File: config.mk
export PLATFORM = sky130hd
export DESIGN_NAME = hpdc_top
export DESIGN_NICKNAME = d
export VERILOG_FILES = /design/src/hpdc_pkg.sv /design/src/hpdc_lang_ser.sv /design/src/hpdc_top.sv
export VERILOG_INCLUDE_DIRS = /design/src
export SDC_FILE = /design/constraint.sdc
export NUM_CORES = 1
export LEC_CHECK = 0
export ABC_AREA = 1
export BUFFER_PORTS_ARGS = -buffer_cell sky130_fd_sc_hd__buf_2
export CORE_UTILIZATION = 55
export DETAILED_ROUTE_END_ITERATION = 7
export GPL_TIMING_DRIVEN = 0
export PLACE_DENSITY = 0.75
export SYNTH_ARGS = -nofsm -noshare
export SYNTH_HDL_FRONTEND = slang
export SYNTH_HIERARCHICAL = 1
export SYNTH_SLANG_ARGS = --single-unit
export TNS_END_PERCENT = 10
File: constraint.sdc
create_clock -name MCLK -period 2.4 [get_ports MCLK]
set_input_delay 0.48 -clock MCLK [delete_from_list [all_inputs] [get_ports MCLK]]
set_output_delay 0.48 -clock MCLK [all_outputs]
set_load 0.03 [all_outputs]
File: src/hpdc_consts.svh
`ifndef HPDC_CONSTS_SVH
`define HPDC_CONSTS_SVH

// ==========================================================
// Register offsets
`define HPDC_OFS_BUS_MAX_POWER   8'h0D
`define HPDC_OFS_CUR_SELF        8'h0E
`define HPDC_OFS_CUR_BUS         8'h0F
`define HPDC_OFS_PWR_GOOD_TIME   8'h10
`define HPDC_OFS_LANG_HIGH       8'h11
`define HPDC_OFS_LANG_LOW        8'h12
`define HPDC_OFS_MAKER_LEN       8'h13
`define HPDC_OFS_PRODUCT_LEN     8'h14
`define HPDC_OFS_SERIAL_LEN      8'h15

// ==========================================================
// Reset values
`define HPDC_RST_CUR_SELF        8'h02
`define HPDC_RST_CUR_BUS         8'h64
`define HPDC_RST_LANG_HIGH       8'h04
`define HPDC_RST_LANG_LOW        8'h09
`define HPDC_RST_TEXT_LEN        8'h00
`define HPDC_RST_BYTE            8'h00
`define HPDC_UNMAPPED_READ       8'h00

// ==========================================================
// Language table descriptor layout
`define HPDC_LANG_DESC_LEN       8'h04
`define HPDC_STRING_DESC_TYPE    8'h03
`define HPDC_LANG_LAST_IDX       2'h3
`define HPDC_IDX_LEN             2'h0
`define HPDC_IDX_TYPE            2'h1
`define HPDC_IDX_LOW             2'h2

`endif

File: src/hpdc_pkg.sv
`default_nettype none
package hpdc_pkg;

  // ========================================================
  // Register file
  typedef struct packed {
    logic [7:0] bus_powered_max_power;
    logic [7:0] controller_current_self_powered;
    logic [7:0] controller_current_bus_powered;
    logic [7:0] power_on_to_good_time;
    logic [7:0] language_id_high;
    logic [7:0] language_id_low;
    logic [7:0] maker_string_length;
    logic [7:0] product_name_length;
    logic [7:0] serial_number_length;
  } hpdc_regs_t;

  // ========================================================
  // Register access from the serial slave port
  typedef struct packed {
    logic [7:0] addr;
    logic [7:0] wdata;
    logic       wr;
    logic       rd;
  } hpdc_reg_req_t;

  // ========================================================
  // Descriptor fields handed to the descriptor engine
  typedef struct packed {
    logic        bus_powered;
    logic [7:0]  bus_powered_power_units;
    logic [7:0]  controller_current_units;
    logic [7:0]  power_good_time_units;
    logic [15:0] language_code;
    logic [7:0]  maker_text_length;
    logic [7:0]  product_text_length;
    logic [7:0]  serial_text_length;
  } hpdc_desc_t;

  typedef enum logic {
    HPDC_SER_IDLE,
    HPDC_SER_SEND
  } hpdc_ser_state_t;

  typedef struct packed {
    hpdc_ser_state_t state;
    logic [1:0]      idx;
    logic [7:0]      data;
    logic            valid;
    logic            last;
  } hpdc_ser_t;

  typedef struct packed {
    hpdc_regs_t regs;
    logic       self_meta;
    logic       self_sync;
    logic [7:0] rdata;
    logic       rvalid;
    hpdc_desc_t desc;
  } hpdc_top_t;

endpackage : hpdc_pkg
`default_nettype wire

File: src/hpdc_lang_ser.sv
`timescale 1ns/10ps
`default_nettype none
`include "hpdc_consts.svh"

module hpdc_lang_ser (
  input  wire logic        clk,
  input  wire logic        arst_n,
  input  wire logic        ce,
  input  wire logic        start,
  input  wire logic [15:0] lang_code,
  output var  logic [7:0]  byte_data,
  output var  logic        byte_valid,
  output var  logic        byte_last
);
  import hpdc_pkg::*;

  hpdc_ser_t s_q;
  hpdc_ser_t s_d;

  // ========================================================
  // Byte selection, code units go out low byte first
  function automatic logic [7:0] pick(input logic [1:0] i, input logic [15:0] code);
    logic [7:0] b;
    b = code[15:8];
    if (i == `HPDC_IDX_LEN) begin
      b = `HPDC_LANG_DESC_LEN;
    end else if (i == `HPDC_IDX_TYPE) begin
      b = `HPDC_STRING_DESC_TYPE;
    end else if (i == `HPDC_IDX_LOW) begin
      b = code[7:0];
    end
    return b;
  endfunction : pick

  // ========================================================
  // Next state
  always_comb begin
    s_d = s_q;
    if (ce) begin
      case (s_q.state)
        HPDC_SER_IDLE: begin
          s_d.valid = 1'b0;
          s_d.last  = 1'b0;
          if (start) begin
            s_d.state = HPDC_SER_SEND;
            s_d.idx   = `HPDC_IDX_TYPE;
            s_d.data  = pick(`HPDC_IDX_LEN, lang_code);
            s_d.valid = 1'b1;
          end
        end
        HPDC_SER_SEND: begin
          // Code is sampled per byte, a rewrite mid-stream shows up
          s_d.data = pick(s_q.idx, lang_code);
          s_d.last = (s_q.idx == `HPDC_LANG_LAST_IDX);
          s_d.idx  = s_q.idx + 2'h1;
          if (s_q.idx == `HPDC_LANG_LAST_IDX) begin
            s_d.state = HPDC_SER_IDLE;
          end
        end
        default: begin
          s_d.state = HPDC_SER_IDLE;
        end
      endcase
    end
  end

  always_ff @(posedge clk or negedge arst_n) begin
    if (!arst_n) begin
      s_q <= '{state: HPDC_SER_IDLE, idx: 2'h0, data: `HPDC_RST_BYTE, valid: 1'b0, last: 1'b0};
    end else begin
      s_q <= s_d;
    end
  end

  assign byte_data  = s_q.data;
  assign byte_valid = s_q.valid;
  assign byte_last  = s_q.last;

endmodule : hpdc_lang_ser
`default_nettype wire

File: src/hpdc_top.sv
`timescale 1ns/10ps
`default_nettype none
`include "hpdc_consts.svh"

// Behaviour
// Bus max power reported in 2 mA units
// Master includes board and zero-current function
// Self-powered controller current 1 mA, reset 2
// Master excludes embedded function from currents
// Master keeps self-powered current at most 100
// Bus-powered controller current 1 mA, reset 100
// Power-good time only feeds hub descriptor
// Master writes zero without power switch
// Language code is high:low, reset 0x0409
// Three text lengths, each resets to zero
// Code units little-endian, low byte first
// Controller current follows current power mode
module hpdc_top #(
  parameter logic [7:0] BUS_MAX_POWER_RESET = 8'h01,
  parameter logic [7:0] PWR_GOOD_TIME_RESET = 8'h01
) (
  input  wire logic                 MCLK,
  input  wire logic                 ARST_N,
  input  wire logic                 CE,
  input  wire hpdc_pkg::hpdc_reg_req_t REG_REQ,
  output var  logic [7:0]           REG_RDATA,
  output var  logic                 REG_RVALID,
  input  wire logic                 SELF_POWERED,
  output var  hpdc_pkg::hpdc_desc_t DESC,
  input  wire logic                 LANG_START,
  output var  logic [7:0]           LANG_BYTE,
  output var  logic                 LANG_VALID,
  output var  logic                 LANG_LAST
);
  import hpdc_pkg::*;

  hpdc_top_t t_q;
  hpdc_top_t t_d;

  // ========================================================
  // Register read decode
  function automatic logic [7:0] read_reg(input logic [7:0] a, input hpdc_regs_t r);
    logic [7:0] v;
    v = `HPDC_UNMAPPED_READ;
    if (a == `HPDC_OFS_BUS_MAX_POWER) begin
      v = r.bus_powered_max_power;
    end else if (a == `HPDC_OFS_CUR_SELF) begin
      v = r.controller_current_self_powered;
    end else if (a == `HPDC_OFS_CUR_BUS) begin
      v = r.controller_current_bus_powered;
    end else if (a == `HPDC_OFS_PWR_GOOD_TIME) begin
      v = r.power_on_to_good_time;
    end else if (a == `HPDC_OFS_LANG_HIGH) begin
      v = r.language_id_high;
    end else if (a == `HPDC_OFS_LANG_LOW) begin
      v = r.language_id_low;
    end else if (a == `HPDC_OFS_MAKER_LEN) begin
      v = r.maker_string_length;
    end else if (a == `HPDC_OFS_PRODUCT_LEN) begin
      v = r.product_name_length;
    end else if (a == `HPDC_OFS_SERIAL_LEN) begin
      v = r.serial_number_length;
    end
    return v;
  endfunction : read_reg

  // ========================================================
  // Next state
  always_comb begin
    t_d = t_q;
    if (CE) begin
      // Power mode strap comes from a pin
      t_d.self_meta = SELF_POWERED;
      t_d.self_sync = t_q.self_meta;
      t_d.rvalid    = REG_REQ.rd;
      if (REG_REQ.rd) begin
        t_d.rdata = read_reg(REG_REQ.addr, t_q.regs);
      end
      // Writes land one cycle later; unmapped writes vanish
      if (REG_REQ.wr) begin
        if (REG_REQ.addr == `HPDC_OFS_BUS_MAX_POWER) begin
          t_d.regs.bus_powered_max_power = REG_REQ.wdata;
        end else if (REG_REQ.addr == `HPDC_OFS_CUR_SELF) begin
          t_d.regs.controller_current_self_powered = REG_REQ.wdata;
        end else if (REG_REQ.addr == `HPDC_OFS_CUR_BUS) begin
          t_d.regs.controller_current_bus_powered = REG_REQ.wdata;
        end else if (REG_REQ.addr == `HPDC_OFS_PWR_GOOD_TIME) begin
          t_d.regs.power_on_to_good_time = REG_REQ.wdata;
        end else if (REG_REQ.addr == `HPDC_OFS_LANG_HIGH) begin
          t_d.regs.language_id_high = REG_REQ.wdata;
        end else if (REG_REQ.addr == `HPDC_OFS_LANG_LOW) begin
          t_d.regs.language_id_low = REG_REQ.wdata;
        end else if (REG_REQ.addr == `HPDC_OFS_MAKER_LEN) begin
          t_d.regs.maker_string_length = REG_REQ.wdata;
        end else if (REG_REQ.addr == `HPDC_OFS_PRODUCT_LEN) begin
          t_d.regs.product_name_length = REG_REQ.wdata;
        end else if (REG_REQ.addr == `HPDC_OFS_SERIAL_LEN) begin
          t_d.regs.serial_number_length = REG_REQ.wdata;
        end
      end
      // Descriptor fields track the registers one cycle behind
      t_d.desc.bus_powered             = ~t_q.self_sync;
      t_d.desc.bus_powered_power_units = t_q.regs.bus_powered_max_power;
      if (t_q.self_sync) begin
        t_d.desc.controller_current_units = t_q.regs.controller_current_self_powered;
      end else begin
        t_d.desc.controller_current_units = t_q.regs.controller_current_bus_powered;
      end
      // Power-good time steers nothing else in the hub
      t_d.desc.power_good_time_units = t_q.regs.power_on_to_good_time;
      t_d.desc.language_code = {t_q.regs.language_id_high, t_q.regs.language_id_low};
      t_d.desc.maker_text_length   = t_q.regs.maker_string_length;
      t_d.desc.product_text_length = t_q.regs.product_name_length;
      t_d.desc.serial_text_length  = t_q.regs.serial_number_length;
    end
  end

  // ========================================================
  // State register
  always_ff @(posedge MCLK or negedge ARST_N) begin
    if (!ARST_N) begin
      t_q.regs.bus_powered_max_power          <= BUS_MAX_POWER_RESET;
      t_q.regs.controller_current_self_powered <= `HPDC_RST_CUR_SELF;
      t_q.regs.controller_current_bus_powered  <= `HPDC_RST_CUR_BUS;
      t_q.regs.power_on_to_good_time          <= PWR_GOOD_TIME_RESET;
      t_q.regs.language_id_high               <= `HPDC_RST_LANG_HIGH;
      t_q.regs.language_id_low                <= `HPDC_RST_LANG_LOW;
      t_q.regs.maker_string_length            <= `HPDC_RST_TEXT_LEN;
      t_q.regs.product_name_length            <= `HPDC_RST_TEXT_LEN;
      t_q.regs.serial_number_length           <= `HPDC_RST_TEXT_LEN;
      t_q.self_meta                           <= 1'b0;
      t_q.self_sync                           <= 1'b0;
      t_q.rdata                               <= `HPDC_RST_BYTE;
      t_q.rvalid                              <= 1'b0;
      // Descriptor fields show bus-powered reset values from the start
      t_q.desc.bus_powered                    <= 1'b1;
      t_q.desc.bus_powered_power_units        <= BUS_MAX_POWER_RESET;
      t_q.desc.controller_current_units       <= `HPDC_RST_CUR_BUS;
      t_q.desc.power_good_time_units          <= PWR_GOOD_TIME_RESET;
      t_q.desc.language_code                  <= {`HPDC_RST_LANG_HIGH, `HPDC_RST_LANG_LOW};
      t_q.desc.maker_text_length              <= `HPDC_RST_TEXT_LEN;
      t_q.desc.product_text_length            <= `HPDC_RST_TEXT_LEN;
      t_q.desc.serial_text_length             <= `HPDC_RST_TEXT_LEN;
    end else begin
      t_q <= t_d;
    end
  end

  assign REG_RDATA  = t_q.rdata;
  assign REG_RVALID = t_q.rvalid;
  assign DESC       = t_q.desc;

  // ========================================================
  // Language table descriptor, code unit sent low byte first
  hpdc_lang_ser u_lang_ser (
    .clk        (MCLK),
    .arst_n     (ARST_N),
    .ce         (CE),
    .start      (LANG_START),
    .lang_code  (t_q.desc.language_code),
    .byte_data  (LANG_BYTE),
    .byte_valid (LANG_VALID),
    .byte_last  (LANG_LAST)
  );

endmodule : hpdc_top
`default_nettype wire

==> impl_results.md <==
- Portion of the post-synthesis area used by sequential elements: 52.9%
- Remaining DRCs: 0
- Worst Setup Path Type: reg -> out
- Fraction of final layout cells with drive strength greater than 1: between 20% and 30%
- Largest stage delay on the critical path: 570 ps
- Total routing resource utilization after global routing: approximately 28%
- Worst max-slew margin expressed relative to the limit: between 40% and 50%
- Seq cells post-synth: around 160
- RSZ-0062 raised after global routing: false
- Final HPWL from detailed placement: 13200 um
- First-pass GRT wire length: about 30000 um
- GRT overflow: 0
- Clock transition at the registers of the reported paths: 60 ps
- Top FF cell, synth: sky130_fd_sc_hd__dfrtp_1
- Actual transition at the worst max-transition pin: roughly 870 ps
- Leakage power figure: 4.91 nW
- Wire length after detailed routing: between 15000 and 20000 um
- Post-layout net count: ~1.1k
- Number of diodes added for antenna fixing: 0
- CTS root buffer: sky130_fd_sc_hd__clkbuf_16
- Post-synthesis cell count: between 900 and 1k
- Number of antenna-violating nets in the routed design: 0
- Area Growth Syn to Fin: 17.7%
- Sequential fraction of design power: a little under half
- Async S/R FF share, synth: 100%
- Crit path max fanout: 3
- Kind of path behind the tightest hold check: in -> async
- Routed via count divided by cell count: approximately 5.1
- Setup crit start kind: flop
- TritonCTS Sinks: around 160
- Cells along the critical path: buf_4 > buf_2
- Post-CTS Setup Inserts: 0
- Input/output buffers: 106
- Switch share: approximately 28%
- Number of synthesis warnings: 6
- Pin count of the biggest net entering global routing: roughly 100
- Htree depth: 4
- Max-slew violation count: 0
- First DRT Iteration DRCs: about 500
- Number of detailed-routing iterations run before antenna repair: 5
- Post-layout instance count excluding filler cells: about 1.2k
- Final setup violating endpoints: 0
- Overall die height: ~120 um
- Final core area utilization: 67.3%
- Number of hold-slack violations in the final timing report: 0
- Number of fillers in the final layout: about 1.2k
- # IOs: 107
- Number of library cell types mapped by synthesis: 29
- Die Wd: 120 um
- Post-cts gate resize count: 0
- Minimum period implied by the final worst setup slack: between 1500 and 2000 ps
- Post-Syn Area per Cell: around 8.3 um2
- Placeable core area: between 0.01 and 0.015 mm2
- Status: finished, final reports clean
- Period utilisation layout: around 73%
- Worst EP arrival: ~1300 ps
- Global placement routability congestion: 0.953
- Achievable clock frequency: 568 MHz
- Net count of the mapped netlist: between 900 and 1k
- DR WL/cell: around 15 um
- Clock share of power: roughly two fifths
- Via count of the first global-routing pass: roughly 5.9k
- Max-Cap Viols: 0
- Clock insertion delay at the later pin of the skew report: about 430 ps
- Cell at the slowest stage of the critical path: sky130_fd_sc_hd__dfstp_2
- Synth top area share: between 40 and 50%
- Worst Hold Slack: around 160 ps
- Number of buffers on the longest clock path: 2
- Synth Cell Area: 0.00766 mm2
- Post-CTS Hold Fix Bufs: 0
- Internal power consumption: just under 5 mW
- Starting density of the core: roughly 57%
- Ranking of synthesized cells by instance count: 353 x sky130_fd_sc_hd__nand2_1, 143 x sky130_fd_sc_hd__dfrtp_1, 83 x sky130_fd_sc_hd__buf_4
- Placed cell count: around 1.2k
- Clock buffer count from CTS: 17
- Routed vias: 6348
- Dominant cell type by area after synthesis: sky130_fd_sc_hd__dfrtp_1
- Site row count: 42
- TritonCTS clock tree: yes
- Required arrival time at the worst endpoint: ~1900 ps
- Die area: 0.0144 mm2
- Cell area power density: roughly 740 mW/mm2
- Antenna violations before repair: 0
- Number of enable-type register cells in the synthesized netlist: 0
- Main area contributors after synthesis: sky130_fd_sc_hd__dfrtp_1 47%, sky130_fd_sc_hd__nand2_1 17%, sky130_fd_sc_hd__buf_4 8.1%
- Crit path capture type: output pin
- Relative contribution of combinational cells to total power: between 15 and 20%
- Max Clock Skew: ~12 ps
- Maximum resistive drop on vdd: a little over 400 uV
- Count leader, synth: sky130_fd_sc_hd__nand2_1
- Switching power summed over all nets: 1.84 mW
==> state kept, by name, indices dropped and copies added (netlist names) <==
signal                 cells
REG_RDATA                  8
DESC                      65
u_lang_ser/s_q             3
u_lang_ser/byte_valid      1
u_lang_ser/byte_data       8
REG_RVALID                 1
u_lang_ser/byte_last       1
t_q                       74
==> layout make-up <==
class,instances,area [um2],share of cell area [%]
Clock inverter,10,110,1.22
Inverter,61,231,2.57
Clock buffer,22,464,5.15
Tap cell,176,220,2.44
Sequential cell,161,4050,44.9
Timing Repair Buffer,107,564,6.26
Buffer,112,778,8.63
Multi-Input combinational cell,594,2600,28.8
==> through the flow <==
stage | TNS, ps | area, um2 | total power [mW] | setup WS, ps
2_1_floorplan | 0 | 7660 | 3.74 | 878
3_3_place_gp | -221940 | 8410 | 4.03 | -1500
3_5_place_dp | 0 | 8450 | 4.05 | 444
4_1_cts | 0 | 9020 | 6.66 | 645
5_1_grt | 0 | 9020 | 6.91 | 601
6_report | 0 | 9020 | 6.64 | 641
==> critical path: cells and delay by family, from the launching register on <==
kind / cells / cell delay [ps]
buffers and inverters: 2 / 290
DFF: 1 / 570
==> metal layers <==
metal | vias to the layer above | part of all wire, % | track usage, %
li1 | 3101 | - | -
met1 | 2962 | 44 | 38.3
met2 | 250 | 46 | 43.7
met3 | 35 | 7.5 | 6.94
met4 | 0 | 2.1 | 9.84
met5 | - | 0 | 0
==> cells by family (layout without fill, tap and decap cells) <==
family / after synthesis / after routing / synth area share, %
AO/OA/AOI/OAI: 114 / 114 / 7.51
adder cells (fa/ha/maj): 4 / 4 / 0.653
buffers and inverters: 173 / 312 / 13.2
flip-flops: 161 / 161 / 52.9
AND/OR/NAND/NOR: 476 / 476 / 25.8
==> cell usage in the layout (no fill, tap or decap), types with 2 or more instances in the layout <==
master,instances
sky130_fd_sc_hd__bufinv_16,2
sky130_fd_sc_hd__nor2_4,2
sky130_fd_sc_hd__or2_2,4
sky130_fd_sc_hd__clkinv_2,4
sky130_fd_sc_hd__nand2_2,7
sky130_fd_sc_hd__nand4_1,4
sky130_fd_sc_hd__buf_6,6
sky130_fd_sc_hd__inv_1,48
sky130_fd_sc_hd__ha_1,4
sky130_fd_sc_hd__or2_0,4
sky130_fd_sc_hd__nor2_1,41
sky130_fd_sc_hd__clkbuf_8,2
sky130_fd_sc_hd__nand2_1,353
sky130_fd_sc_hd__buf_4,83
sky130_fd_sc_hd__nand3_2,6
sky130_fd_sc_hd__clkinvlp_4,4
sky130_fd_sc_hd__inv_2,10
sky130_fd_sc_hd__clkbuf_1,20
sky130_fd_sc_hd__nor2_2,3
sky130_fd_sc_hd__buf_2,112
sky130_fd_sc_hd__o21ai_0,68
sky130_fd_sc_hd__clkinv_1,2
sky130_fd_sc_hd__nand3_1,49
sky130_fd_sc_hd__dfstp_2,18
sky130_fd_sc_hd__dfrtp_1,143
sky130_fd_sc_hd__clkbuf_16,17
sky130_fd_sc_hd__o21ai_1,43
==> path summary, 6_finish.rpt <==
check                                                 endpoint                  from  slack [ps]  cells after the start
setup / recovery                                      DESC[27]  DESC[27]$_DFFE_PN1P_         640                      2
hold / removal             u_lang_ser/byte_data[7]$_DFFE_PN0P_                ARST_N         160                      1
setup reg to reg                          DESC[51]$_DFFE_PN0P_   t_q[74]$_DFFE_PN0P_         820                      4
hold reg to reg                           DESC[45]$_DFFE_PN0P_  DESC[45]$_DFFE_PN0P_         470                      2
max in group asynchronous                 DESC[64]$_DFFE_PN1P_                ARST_N        1390                      2
min in group MCLK                          t_q[75]$_DFFE_PN0P_          SELF_POWERED         250                      3
==> power by group through the flow <==
stage                     clock (mW)  combinational, mW  sequential (mW)
after floorplan                    0              0.693             3.04
after global placement             0              0.987             3.04
after detailed placement           0               1.01             3.04
after CTS                       2.64               1.02             3.00
after global routing            2.78               1.11             3.02
final                           2.63               1.01             3.00
Power figures use the tool's default switching activity.
